<file path="src/hdl/qpl_pkg.sv">
// qpl_pkg: constants and types shared by the pixel link source controller.
// assumes a 200 MHz system clock; raster counts are in lane clocks and lines, all other counts in system clock cycles.
package qpl_pkg;

  // ----------------------------------------------------------------
  // link shape
  // ----------------------------------------------------------------
  localparam int LANES = 5;
  localparam int SLOTS = 7;
  localparam int COLOR_W = 10;
  localparam logic [2:0] SLOT_LAST = 3'h6;
  localparam logic [2:0] CLK_HIGH_SLOTS = 3'h4;

  // ----------------------------------------------------------------
  // line and frame timing, in lane clocks and lines
  // ----------------------------------------------------------------
  localparam logic [15:0] H_ACTIVE = 16'h0280;
  localparam logic [15:0] H_TOTAL_MIN = 16'h02AC;
  localparam logic [15:0] H_TOTAL_TYP = 16'h02BA;
  localparam logic [15:0] H_TOTAL_MAX = 16'h03F1;
  localparam logic [15:0] H_SYNC_START = 16'h0290;
  localparam logic [15:0] H_SYNC_END = 16'h02A0;
  localparam logic [15:0] V_ACTIVE = 16'h0810;
  localparam logic [15:0] V_TOTAL_MIN = 16'h0826;
  localparam logic [15:0] V_TOTAL_TYP = 16'h082A;
  localparam logic [15:0] V_TOTAL_MAX = 16'h090D;
  localparam logic [15:0] V_SYNC_START = 16'h0812;
  localparam logic [15:0] V_SYNC_END = 16'h0814;

  // ----------------------------------------------------------------
  // lane clock figures
  // ----------------------------------------------------------------
  localparam int LANE_FREQ_MIN_KHZ = 68270;
  localparam int LANE_FREQ_TYP_KHZ = 72940;
  localparam int LANE_FREQ_MAX_KHZ = 74690;
  localparam int RX_PERIOD_MIN_PS = 13390;
  localparam int RX_PERIOD_MAX_PS = 14640;
  localparam int RX_MARGIN_PS = 500;
  localparam int MCLK_PERIOD_PS = 5000;
  // a slot is far shorter than one system clock, so this floors at one
  localparam int SLOT_CYC_RAW = RX_PERIOD_MIN_PS / (SLOTS * MCLK_PERIOD_PS);
  localparam int LANE_SLOT_CYC = (SLOT_CYC_RAW < 1) ? 1 : SLOT_CYC_RAW;

  // ----------------------------------------------------------------
  // types
  // ----------------------------------------------------------------
  typedef struct packed {
    logic [COLOR_W-1:0] red;
    logic [COLOR_W-1:0] green;
    logic [COLOR_W-1:0] blue;
  } qpl_pixel_t;

  typedef struct packed {
    logic clk;
    logic [LANES-1:0] lane;
  } qpl_port_t;

  typedef enum logic [5:0] {
    PS_OFF = 6'b000001,
    PS_SUPPLY = 6'b000010,
    PS_LINK = 6'b000100,
    PS_RUN = 6'b001000,
    PS_BL_DOWN = 6'b010000,
    PS_LINK_DOWN = 6'b100000
  } qpl_pwr_t;

  typedef struct packed {
    logic s1;
    logic s2;
    logic s3;
    logic level;
  } qpl_sync_state_t;

  typedef struct packed {
    qpl_pwr_t pwr;
    logic [31:0] wait_cnt;
    logic [7:0] frames;
    logic [2:0] slot;
    logic [7:0] sub;
    logic [15:0] h;
    logic [15:0] v;
    logic link_clk;
    logic link_en;
    logic supply_en;
    logic bl_on;
    logic dim_sel;
    logic pix_taken;
    logic frame_start;
  } qpl_top_state_t;

endpackage : qpl_pkg

</file>
<file path="src/hdl/qpl_sync.sv">
// qpl_sync: three-stage input synchroniser for a level from a pin.
// assumes rst_n is already synchronous to clk.
`timescale 1ns/100ps
module qpl_sync import qpl_pkg::*; #(
  parameter logic RESET_VAL = 1'b0
) (
  input wire logic clk,
  input wire logic rst_n,
  input wire logic pin,
  output logic level
);

  qpl_sync_state_t s;
  qpl_sync_state_t next_s;

  // ----------------------------------------------------------------
  // a change counts once the last two stages agree
  // ----------------------------------------------------------------
  always_comb begin
    next_s = s;
    next_s.s1 = pin;
    next_s.s2 = s.s1;
    next_s.s3 = s.s2;
    if (s.s2 == s.s3) begin
      next_s.level = s.s3;
    end
  end

  always_ff @(posedge clk or negedge rst_n) begin
    if (!rst_n) begin
      s <= '{s1: RESET_VAL, s2: RESET_VAL, s3: RESET_VAL, level: RESET_VAL};
    end else begin
      s <= next_s;
    end
  end

  assign level = s.level;

endmodule : qpl_sync

</file>
<file path="src/hdl/qpl_serializer.sv">
// qpl_serializer: seven-to-one serialiser for the data lanes of one port.
// assumes load and shift come from the controller's slot sequencer.
`timescale 1ns/100ps
module qpl_serializer import qpl_pkg::*; #(
  parameter int NLANES = LANES,
  parameter int NSLOTS = SLOTS
) (
  input wire logic clk,
  input wire logic rst_n,
  input wire logic enable,
  input wire logic load,
  input wire logic shift,
  input wire logic [NLANES-1:0][NSLOTS-1:0] word,
  output logic [NLANES-1:0] lane
);

  typedef struct packed {
    logic [NLANES-1:0][NSLOTS-1:0] rest;
    logic [NLANES-1:0] out;
  } qpl_ser_state_t;

  qpl_ser_state_t s;
  qpl_ser_state_t next_s;

  // ----------------------------------------------------------------
  // slot 0 goes out first, right at the clock's rising edge
  // ----------------------------------------------------------------
  always_comb begin
    next_s = s;
    if (!enable) begin
      next_s = '0;
    end else if (load) begin
      for (int i = 0; i < NLANES; i++) begin
        next_s.out[i] = word[i][0];
        next_s.rest[i] = word[i] >> 1;
      end
    end else if (shift) begin
      for (int i = 0; i < NLANES; i++) begin
        next_s.out[i] = s.rest[i][0];
        next_s.rest[i] = s.rest[i] >> 1;
      end
    end
  end

  always_ff @(posedge clk or negedge rst_n) begin
    if (!rst_n) begin
      s <= '0;
    end else begin
      s <= next_s;
    end
  end

  assign lane = s.out;

endmodule : qpl_serializer

</file>
<file path="src/hdl/qpl_source.sv">
// qpl_source: video source controller for a two-port seven-to-one pixel link,
// with panel supply, link and backlight power sequencing.
// assumes DISPLAY_ON, DIM_PWM and the pixel inputs are on MCLK; the backlight
// supply sense is an asynchronous pin.
`timescale 1ns/100ps

// Summary of operation
// - Each lane carries seven bits per clock: lane0 red 4-9 and green 4, lane1 green 5-9 and blue 4-5, lane2 blue 6-9 then line sync, frame sync and data enable, lane3 colour bits 2-3, lane4 colour bits 0-1, the last slot of lanes 3 and 4 unused.
// - Each port's lane clock must run between 68.27 MHz and 74.69 MHz, typically 72.94 MHz; at one 200 MHz MCLK per slot the code runs it at about 28.57 MHz.
// - A line lasts 684 to 1009 clocks, typically 698, with exactly 640 clocks of data enable.
// - A frame lasts 2086 to 2317 lines, typically 2090, with exactly 2064 active lines.
// - A frame is always a whole number of lines.
// - The lane clock period lies between 13.39 ns and 14.64 ns, high for four sevenths and low for three, framing the seven bit slots; the code's period is 35 ns.
// - Bit k sits at k sevenths of the period after the reference edge, within 0.5 ns.
// - All link lines stay low outside the valid period of the power sequence.
// - When the link signals stop, the panel supply is removed as well.
// - The backlight is switched on only after valid video has started.
// - Dimming select is low whenever the backlight supply is absent or the backlight is off.
module qpl_source import qpl_pkg::*; #(
  parameter int SLOT_CYC = LANE_SLOT_CYC,
  parameter logic [15:0] H_TOTAL = H_TOTAL_TYP,
  parameter logic [15:0] V_TOTAL = V_TOTAL_TYP,
  parameter int SUPPLY_TO_LINK_CYC = 200,
  parameter logic [7:0] BL_DELAY_FRAMES = 8'h02,
  parameter int BL_OFF_TO_LINK_CYC = 200,
  parameter int LINK_TO_SUPPLY_OFF_CYC = 200
) (
  input wire logic MCLK,
  input wire logic RST_N,
  input wire logic DISPLAY_ON,
  input wire logic DIM_PWM,
  input wire logic BL_SUPPLY_OK,
  input qpl_pixel_t PIX_A,
  input qpl_pixel_t PIX_B,
  output logic PIX_TAKEN,
  output logic FRAME_START,
  output logic LINK_VALID,
  output logic PANEL_SUPPLY_EN,
  output logic BACKLIGHT_ON,
  output logic DIMMING_SELECT,
  output qpl_port_t LINK_A,
  output qpl_port_t LINK_B
);

  // ----------------------------------------------------------------
  // reset release
  // ----------------------------------------------------------------
  logic rst_meta;
  logic rst_n;

  always_ff @(posedge MCLK or negedge RST_N) begin
    if (!RST_N) begin
      rst_meta <= 1'b0;
      rst_n <= 1'b0;
    end else begin
      rst_meta <= 1'b1;
      rst_n <= rst_meta;
    end
  end

  // ----------------------------------------------------------------
  // backlight supply sense
  // ----------------------------------------------------------------
  logic bl_ok;

  qpl_sync #(
    .RESET_VAL(1'b0)
  ) u_bl_sync (
    .clk(MCLK),
    .rst_n(rst_n),
    .pin(BL_SUPPLY_OK),
    .level(bl_ok)
  );

  // ----------------------------------------------------------------
  // lane mapping
  // ----------------------------------------------------------------
  function automatic logic [LANES-1:0][SLOTS-1:0] map_lanes(
    input qpl_pixel_t p,
    input logic hs,
    input logic vs,
    input logic de
  );
    logic [LANES-1:0][SLOTS-1:0] w;
    w[0] = {p.green[4], p.red[9:4]};
    w[1] = {p.blue[5:4], p.green[9:5]};
    w[2] = {de, vs, hs, p.blue[9:6]};
    w[3] = {1'b0, p.blue[3:2], p.green[3:2], p.red[3:2]};
    w[4] = {1'b0, p.blue[1:0], p.green[1:0], p.red[1:0]};
    return w;
  endfunction : map_lanes

  localparam logic [7:0] SUB_LAST = 8'(SLOT_CYC - 1);
  localparam logic [31:0] SUP_WAIT = 32'(SUPPLY_TO_LINK_CYC - 1);
  localparam logic [31:0] BL_WAIT = 32'(BL_OFF_TO_LINK_CYC - 1);
  localparam logic [31:0] OFF_WAIT = 32'(LINK_TO_SUPPLY_OFF_CYC - 1);

  qpl_top_state_t s;
  qpl_top_state_t next_s;
  logic load;
  logic shift;
  logic frame_wrap;
  logic line_de;
  logic line_hs;
  logic line_vs;
  qpl_pixel_t pix_a;
  qpl_pixel_t pix_b;
  logic [LANES-1:0][SLOTS-1:0] word_a;
  logic [LANES-1:0][SLOTS-1:0] word_b;

  // ----------------------------------------------------------------
  // slot sequencer, raster counters and power sequence
  // ----------------------------------------------------------------
  always_comb begin
    next_s = s;
    next_s.pix_taken = 1'b0;
    next_s.frame_start = 1'b0;
    load = 1'b0;
    shift = 1'b0;
    frame_wrap = 1'b0;
    line_de = (s.h < H_ACTIVE) && (s.v < V_ACTIVE);
    line_hs = (s.h >= H_SYNC_START) && (s.h < H_SYNC_END);
    line_vs = (s.v >= V_SYNC_START) && (s.v < V_SYNC_END);
    // blanked pixels go out as zeros so stale data never leaks
    pix_a = line_de ? PIX_A : '0;
    pix_b = line_de ? PIX_B : '0;
    word_a = map_lanes(pix_a, line_hs, line_vs, line_de);
    word_b = map_lanes(pix_b, line_hs, line_vs, line_de);

    if (s.link_en) begin
      if (s.sub == SUB_LAST) begin
        next_s.sub = '0;
        if (s.slot == SLOT_LAST) begin
          next_s.slot = '0;
          load = 1'b1;
        end else begin
          next_s.slot = s.slot + 3'h1;
          shift = 1'b1;
        end
      end else begin
        next_s.sub = s.sub + 8'h01;
      end
      next_s.link_clk = (next_s.slot < CLK_HIGH_SLOTS);
    end else begin
      // parked so the first enabled cycle starts a clock period
      next_s.sub = SUB_LAST;
      next_s.slot = SLOT_LAST;
      next_s.link_clk = 1'b0;
      next_s.h = '0;
      next_s.v = '0;
    end

    if (load) begin
      next_s.pix_taken = line_de;
      next_s.frame_start = (s.h == '0) && (s.v == '0);
      if (s.h == H_TOTAL - 16'h0001) begin
        next_s.h = '0;
        // lines only advance at line end, so frames hold whole lines
        if (s.v == V_TOTAL - 16'h0001) begin
          next_s.v = '0;
          frame_wrap = 1'b1;
        end else begin
          next_s.v = s.v + 16'h0001;
        end
      end else begin
        next_s.h = s.h + 16'h0001;
      end
    end

    case (s.pwr)
      PS_OFF: begin
        next_s.wait_cnt = '0;
        if (DISPLAY_ON) begin
          next_s.pwr = PS_SUPPLY;
          next_s.supply_en = 1'b1;
        end
      end
      PS_SUPPLY: begin
        next_s.wait_cnt = s.wait_cnt + 32'h1;
        if (!DISPLAY_ON) begin
          next_s.pwr = PS_LINK_DOWN;
          next_s.wait_cnt = '0;
        end else if (s.wait_cnt == SUP_WAIT) begin
          next_s.pwr = PS_LINK;
          next_s.link_en = 1'b1;
          next_s.frames = '0;
        end
      end
      PS_LINK: begin
        if (frame_wrap && s.frames != BL_DELAY_FRAMES) begin
          next_s.frames = s.frames + 8'h01;
        end
        if (!DISPLAY_ON) begin
          next_s.pwr = PS_BL_DOWN;
          next_s.wait_cnt = '0;
        end else if (s.frames == BL_DELAY_FRAMES && bl_ok) begin
          next_s.pwr = PS_RUN;
          next_s.bl_on = 1'b1;
        end
      end
      PS_RUN: begin
        if (!DISPLAY_ON) begin
          next_s.pwr = PS_BL_DOWN;
          next_s.bl_on = 1'b0;
          next_s.wait_cnt = '0;
        end else if (!bl_ok) begin
          // supply lost: wait for video to settle again before relighting
          next_s.pwr = PS_LINK;
          next_s.bl_on = 1'b0;
          next_s.frames = '0;
        end
      end
      PS_BL_DOWN: begin
        next_s.bl_on = 1'b0;
        next_s.wait_cnt = s.wait_cnt + 32'h1;
        if (s.wait_cnt == BL_WAIT) begin
          next_s.pwr = PS_LINK_DOWN;
          next_s.link_en = 1'b0;
          next_s.wait_cnt = '0;
        end
      end
      PS_LINK_DOWN: begin
        next_s.link_en = 1'b0;
        next_s.wait_cnt = s.wait_cnt + 32'h1;
        if (s.wait_cnt == OFF_WAIT) begin
          next_s.pwr = PS_OFF;
          next_s.supply_en = 1'b0;
          next_s.wait_cnt = '0;
        end
      end
      default: begin
        next_s.pwr = PS_OFF;
        next_s.link_en = 1'b0;
        next_s.supply_en = 1'b0;
        next_s.bl_on = 1'b0;
      end
    endcase

    // lane clock drops with LINK_VALID, never a cycle after it
    if (!next_s.link_en) begin
      next_s.link_clk = 1'b0;
    end

    // low means pwm dimming; forced low while dark or unpowered
    next_s.dim_sel = next_s.bl_on && bl_ok && !DIM_PWM;
  end

  always_ff @(posedge MCLK or negedge rst_n) begin
    if (!rst_n) begin
      s <= '{pwr: PS_OFF, slot: SLOT_LAST, default: '0};
    end else begin
      s <= next_s;
    end
  end

  // ----------------------------------------------------------------
  // serialisers, port A carries even pixels and port B odd ones
  // ----------------------------------------------------------------
  logic [LANES-1:0] lanes_a;
  logic [LANES-1:0] lanes_b;

  qpl_serializer #(
    .NLANES(LANES),
    .NSLOTS(SLOTS)
  ) u_ser_a (
    .clk(MCLK),
    .rst_n(rst_n),
    .enable(next_s.link_en),
    .load(load),
    .shift(shift),
    .word(word_a),
    .lane(lanes_a)
  );

  qpl_serializer #(
    .NLANES(LANES),
    .NSLOTS(SLOTS)
  ) u_ser_b (
    .clk(MCLK),
    .rst_n(rst_n),
    .enable(next_s.link_en),
    .load(load),
    .shift(shift),
    .word(word_b),
    .lane(lanes_b)
  );

  // ----------------------------------------------------------------
  // outputs
  // ----------------------------------------------------------------
  // both ports share one sequencer, so their timing is identical
  assign LINK_A = '{clk: s.link_clk, lane: lanes_a};
  assign LINK_B = '{clk: s.link_clk, lane: lanes_b};
  assign PIX_TAKEN = s.pix_taken;
  assign FRAME_START = s.frame_start;
  assign LINK_VALID = s.link_en;
  assign PANEL_SUPPLY_EN = s.supply_en;
  assign BACKLIGHT_ON = s.bl_on;
  assign DIMMING_SELECT = s.dim_sel;

endmodule : qpl_source

</file>
<file path="config.mk">
export PLATFORM = sky130hd
export DESIGN_NAME = qpl_source
export DESIGN_NICKNAME = d
export VERILOG_FILES = /design/src/hdl/qpl_pkg.sv /design/src/hdl/qpl_sync.sv /design/src/hdl/qpl_serializer.sv /design/src/hdl/qpl_source.sv
export SDC_FILE = /design/constraint.sdc
export NUM_CORES = 1
export LEC_CHECK = 0
export ABC_AREA = 1
export BUFFER_PORTS_ARGS = -buffer_cell sky130_fd_sc_hd__buf_2
export CAP_MARGIN = 20
export CORE_ASPECT_RATIO = 1.5
export CORE_UTILIZATION = 45
export CTS_CLUSTER_DIAMETER = 60
export DETAILED_ROUTE_END_ITERATION = 6
export GPL_TIMING_DRIVEN = 1
export SLEW_MARGIN = 20
export SYNTH_ARGS = -nofsm -noshare
export SYNTH_HDL_FRONTEND = slang
export SYNTH_SLANG_ARGS = --single-unit
</file>
<file path="constraint.sdc">
create_clock -name MCLK -period 12.2 [get_ports MCLK]
set_input_delay 3.66 -clock MCLK [delete_from_list [all_inputs] [get_ports MCLK]]
set_output_delay 3.66 -clock MCLK [all_outputs]
set_load 0.05 [all_outputs]
</file>
Word level (Yosys, flattened, before mapping)
Index checks and enable logic that the tools add are counted.

Flip-flop bits (word level): 182. Latch bits: 0. Memory bits (writable): 0. Memory bits (read-only): 0. Input port bits: 65. Output and inout bits: 18. Word-level logic and storage cells: 156. Memories kept: 0.

Add/subtract/negate cells: 6. $mul: 0. Divide/modulo/power cells: 0. Magnitude comparators: 7. Equality and inequality tests: 27. Shift operators: 0. Muxes and demuxes: 61. Bitwise gates (word level): 1. Reduce and logical (&&, ||, !) cells: 22.

Operator list (count): 40-bit two-way mux (6); 32-bit case mux with 5 select lines (1); 32-bit two-way mux (4); 38-bit two-way mux (2); 30-bit two-way mux (2); 16-bit two-way mux (3); 8-bit two-way mux (6); 6-bit two-way mux (7); 6-bit case mux with 6 select lines (1); 16-bit by 1-bit adder with 16-bit output (second input constant) (2); 32-bit by 1-bit adder with 32-bit output (second input constant) (1); 32-bit by 8-bit == test with 1-bit output (second input constant) (1); 16-bit logical NOT (2); 16-bit by 10-bit < comparator with 1-bit output (second input constant) (2); 16-bit by 12-bit < comparator with 1-bit output (second input constant) (2); 8-bit case mux with 3 select lines (1); 1-bit two-way mux (20); 2-bit != test (second input constant) (9); 8-bit by 1-bit adder with 8-bit output (second input constant) (2); 16-bit by 10-bit == test with 1-bit output (second input constant) (1); 16-bit by 12-bit == test with 1-bit output (second input constant) (1); 16-bit by 10-bit greater-or-equal comparator with 1-bit output (second input constant) (1); 16-bit by 12-bit greater-or-equal comparator with 1-bit output (second input constant) (1); 3-bit != test (second input constant) (4); other kinds (29) (42).

Depth between registers and ports, before layout
Depth in word-level cells: 8. Mapped depth: 15. Gate-level depth less buffers: 13.

Modules after synthesis
Synthesis repeated with hierarchy kept, for this count alone.

Cells, all modules: 1510. Area total of the unflattened synthesis: 10555.1 um^2.

Modules (own cells, without submodules): qpl_source (times used 1, cells each 988, area each 6710.2 um^2, sequential area each 2456.1 um^2); qpl_serializer (times used 2, cells each 257, area each 1864.3 um^2, sequential area each 875.8 um^2); qpl_sync (times used 1, cells each 8, area each 116.4 um^2, sequential area each 100.1 um^2).

Least setup slack after synthesis
Ideal clock, no wire load.

Path kind: input port to flip-flop. From: input DISPLAY_ON. To: register u_ser_a.s (netlist bit u_ser_a.lane[2]). Setup time: 0.065 ns. Arrival time: 4.848 ns. Data required time: 12.135 ns. Slack: 7.288 ns. Stages: 11. Buffers on the path: 3. Cell sequence: clkbuf_2 -> clkinv_1 -> nor2_1 -> nand2_2 -> nand2_2 -> nand2_4 -> nor2_4 -> buf_6 -> buf_6 -> nand2_1 -> nand2_1.

Word-level cells in the longest chain between the ends: 3. Elaborated cells on any way between the ends: 4. Classes of those cells: 1 x eq/ne; 3 x mux.

RTL lines: start, declared (line qpl_source.sv:30) `input wire logic DISPLAY_ON,`; 1-bit two-way mux (*) (line qpl_source.sv:180) `if (!DISPLAY_ON) begin`; 1-bit case mux with 3 select lines (*) (line qpl_source.sv:170) `case (s.pwr)`; 3-bit != test (no source line) or 40-bit two-way mux (tied branches); end signal, assigned (line qpl_serializer.sv:49) `s <= next_s;`; end, declared (line qpl_serializer.sv:22) `qpl_ser_state_t s;`.

Mark *: on every way between the ends. The rest lies on a longest branch, timed or not. A chain may end at the register's enable or synchronous reset.

Worst setup path after layout
From: input DISPLAY_ON. To: register u_ser_a.s[17] in the netlist's numbering.

The elaborated chain is that of the path after synthesis.

==> impl_metrics.tcl <==
set metrics [dict create \
    antenna_left 0 \
    max-cap-violations 0 \
    cp.required_ns 12.57 \
    cp_max_fo 60 \
    timing.setup.tns_ns 0 \
    synth_nets 1478 \
    rr_worst_depth 9 \
    worst_slew_pin_slew_ns 1.05 \
    first_iter_violations 556 \
    drtPass1Iterations 5 \
    num_io_pins 83 \
    layout_commonest_cell "nand2_1" \
    synth-edff-count 0 \
    die_w_um 122 \
    portBuffers 82 \
    synth_compound_gate_area_share_pct 5.82 \
    synth_top_family_by_area "simple AND/OR/NAND/NOR gates" \
    skew_ns 0.00941 \
    ys_seq_elements 165 \
    end_kind "flop" \
    crit_end "u_ser_a.s[17]$_DFFE_PN0P_" \
    met2_usage_pct 44.1 \
    synthArstFlopShare_pct 100 \
    crit_path_max_incr_delay_ns 0.79 \
    leakagePower_nw 5.50 \
    route.detailed.drc 0 \
    timing.fmax_ghz 0.174 \
    relSlewSlack_pct 29.7 \
    worst_skew_pair.late_latency_ns 0.43 \
    irDropWorstVdd_uv 95.6 \
    startpoint "DISPLAY_ON" \
    setup_ws_ns 6.47 \
    setup_violations 0 \
    top_usage_layer "met2" \
    status "completed" \
    syn2layout_area_growth_pct 11.3 \
    grt_pass1_wl_um 43100 \
    synthesis.area_mm2 0.00977 \
    die_height_um 182 \
    critPathKind "in -> reg" \
    cts_resized 0 \
    first_global_vias 9052 \
    placedCellCount 1704 \
    synth_warnings 0 \
    drv_slew 0 \
    grt_use_met1_pct 27.7 \
    wl_per_cell_um 15.0 \
    routed_wl_um 26000 \
    rsz0062_at_grt "false" \
    yosysUniqueCellTypes 42 \
    arrival_ns 6.10 \
    synthSimpleGateAreaFrac_pct 39.1 \
    ys_seq_area_share_pct 42.3 \
    track_usage_pct 24.6 \
    pre_cts_slack_ns 6.06 \
    nNetsFinal 1531 \
    hold_buffers 0 \
    post_cts.repair.setup_buffers 0 \
    coreArea_mm2 0.0211 \
    clock-root-buffer "clkbuf_16" \
    synth_adder_area_share_pct 1.51 \
    period_minus_slack_ns 5.73 \
    hold_viol_final 0 \
    overflow 0 \
    dr_total_vias 9059 \
    powerDensity_mw_per_mm2 120 \
    utilization_pct 51.4 \
    drive_above_1_share_pct 10.2 \
    synthXorXnorAreaFrac_pct 3.41 \
    avgViaCountPerCell 5.22 \
    fillCellCount 2168 \
    synth_ff_type "dfrtp_1" \
    clk_path_buf_depth 2 \
    dieArea_mm2 0.0223 \
    cts_tree "done" \
    ctsHtreeMaxLevel 4 \
    cpMaxStageDelayCell "inv_2" \
    cts_buffers 17 \
    power.total_w 0.00130 \
    min_path_type "reg -> async" \
    final_cell_mix "557 x nand2_1, 161 x dfrtp_1, 136 x nor2_1, 115 x inv_1, 112 x nand3_1" \
    rows 65 \
    worstReg2RegStart "s[95]$_DFFE_PN0P_" \
    dpl.hpwl_um 18500 \
    worst_setup_path_start_kind "primary input" \
    netlist_instances 1402 \
    synthMuxAreaShare_pct 0 \
    r2r_end "u_ser_a.s[17]$_DFFE_PN0P_" \
    path_clk_slew_ns 0.07 \
    final.period_utilization_pct 47.0 \
    stdcell_count 1737 \
    r2r_setup_slack_ns 9.33 \
    grt_use_met3_pct 3.28 \
    path_cells "buf_2 -> clkinv_1 -> nor2_1 -> nand2_2 -> nand2_2 -> nand3_2 -> inv_2 -> nand2_1 -> nand2_1" \
    grt_antenna_before_repair 1 \
    start_util_pct 46.2 \
    grt_start_max_net_pins 68 \
    syn_area_per_cell_um2 6.97 \
    cts.sinks 165 \
    gp_congestion 0.966 \
]
## worst min-delay path by stage
stage / depth (start not counted) / slack (ns) / from / end
after floorplan: 0 / 0.33 / rst_meta$_DFF_PN0_ / rst_n$_DFF_PN0_
after global placement: 0 / 0.33 / u_bl_sync.next_s[2]$_DFF_PN0_ / u_bl_sync.next_s[1]$_DFF_PN0_
after detailed placement: 0 / 0.33 / u_bl_sync.next_s[2]$_DFF_PN0_ / u_bl_sync.next_s[1]$_DFF_PN0_
after CTS: 0 / 0.35 / rst_n$_DFF_PN0_ / s[82]$_DFFE_PN0P_
after global routing: 0 / 0.36 / u_bl_sync.next_s[2]$_DFF_PN0_ / u_bl_sync.next_s[1]$_DFF_PN0_
final: 0 / 0.32 / rst_n$_DFF_PN0_ / s[47]$_DFFE_PN0P_
## area by class of cell
class | count | area, um2 | area share, %
multi-input cells | 1062 | 4880 | 44.9
flip-flops and latches | 165 | 4140 | 38.0
repair buffers | 88 | 475 | 4.37
clock buffers | 21 | 460 | 4.24
inverters | 121 | 454 | 4.18
well taps | 268 | 335 | 3.08
clock inverters | 11 | 126 | 1.16
diodes | 1 | 2.50 | 0.0230
## logic make-up after synthesis
| group | count (synthesis) |
|---|---|
| xor+xnor | 38 |
| flops | 165 |
| simple gates | 913 |
| compound gates | 98 |
| buf+inv | 175 |
| other cells | 1 |
| fa+ha+maj | 12 |
## Yosys cell counts, types with 2 or more instances
master / count / area, um2
nor3b_1: 4 / 30.0
ha_1: 11 / 138
nor2_4: 2 / 22.5
a21oi_1: 13 / 65.1
nand4_1: 29 / 181
clkinv_1: 3 / 11.3
xnor2_1: 8 / 70.1
o21ai_1: 3 / 15.0
nor3_1: 45 / 225
or2_2: 2 / 12.5
xor2_1: 30 / 263
dfrtp_1: 162 / 4050
o21ai_0: 40 / 200
nand3b_1: 2 / 15.0
nand2_1: 557 / 2090
nand2_2: 7 / 43.8
buf_2: 15 / 75.1
clkbuf_1: 18 / 67.6
inv_2: 3 / 11.3
buf_4: 18 / 135
o211ai_1: 14 / 105
nor4_1: 2 / 12.5
nand3_2: 2 / 20.0
buf_6: 2 / 22.5
inv_1: 115 / 432
dfstp_2: 3 / 78.8
o22ai_1: 22 / 138
nor2_1: 136 / 510
nand3_1: 113 / 566
nor2_2: 7 / 43.8
a22oi_1: 3 / 22.5
## report_power, final
group	internal [W]	switching [W]
registers	0.000561	0.0000133
logic	0.0000446	0.000139
clock network	0.000313	0.000230
## worst max-delay path, delay by kind of cell
family                 cells  cell delay, ns
and+or+nand+nor            6            0.82
buffers and inverters      3            1.60
## flip-flops by register name (all words and copies together), names as in the netlist, 2 cells and up
name              flops
u_ser_b.lane          5
u_ser_a.s            25
u_ser_a.lane          5
u_ser_b.s            28
u_bl_sync.next_s      2
s                    89
## through the flow
stage,hold WS [ns],instance area (um2)
after floorplan,0.331,9770
after global placement,0.335,10300
after detailed placement,0.335,10300
after CTS,0.349,10900
after global routing,0.359,10900
final,0.321,10900
## metal layers
layer	up-vias	share of wire, %
li1	4561	-
met1	4255	40
met2	174	53
met3	69	2.8
met4	0	4.4
met5	-	0
No activity file was read; power rests on OpenSTA's default activity.
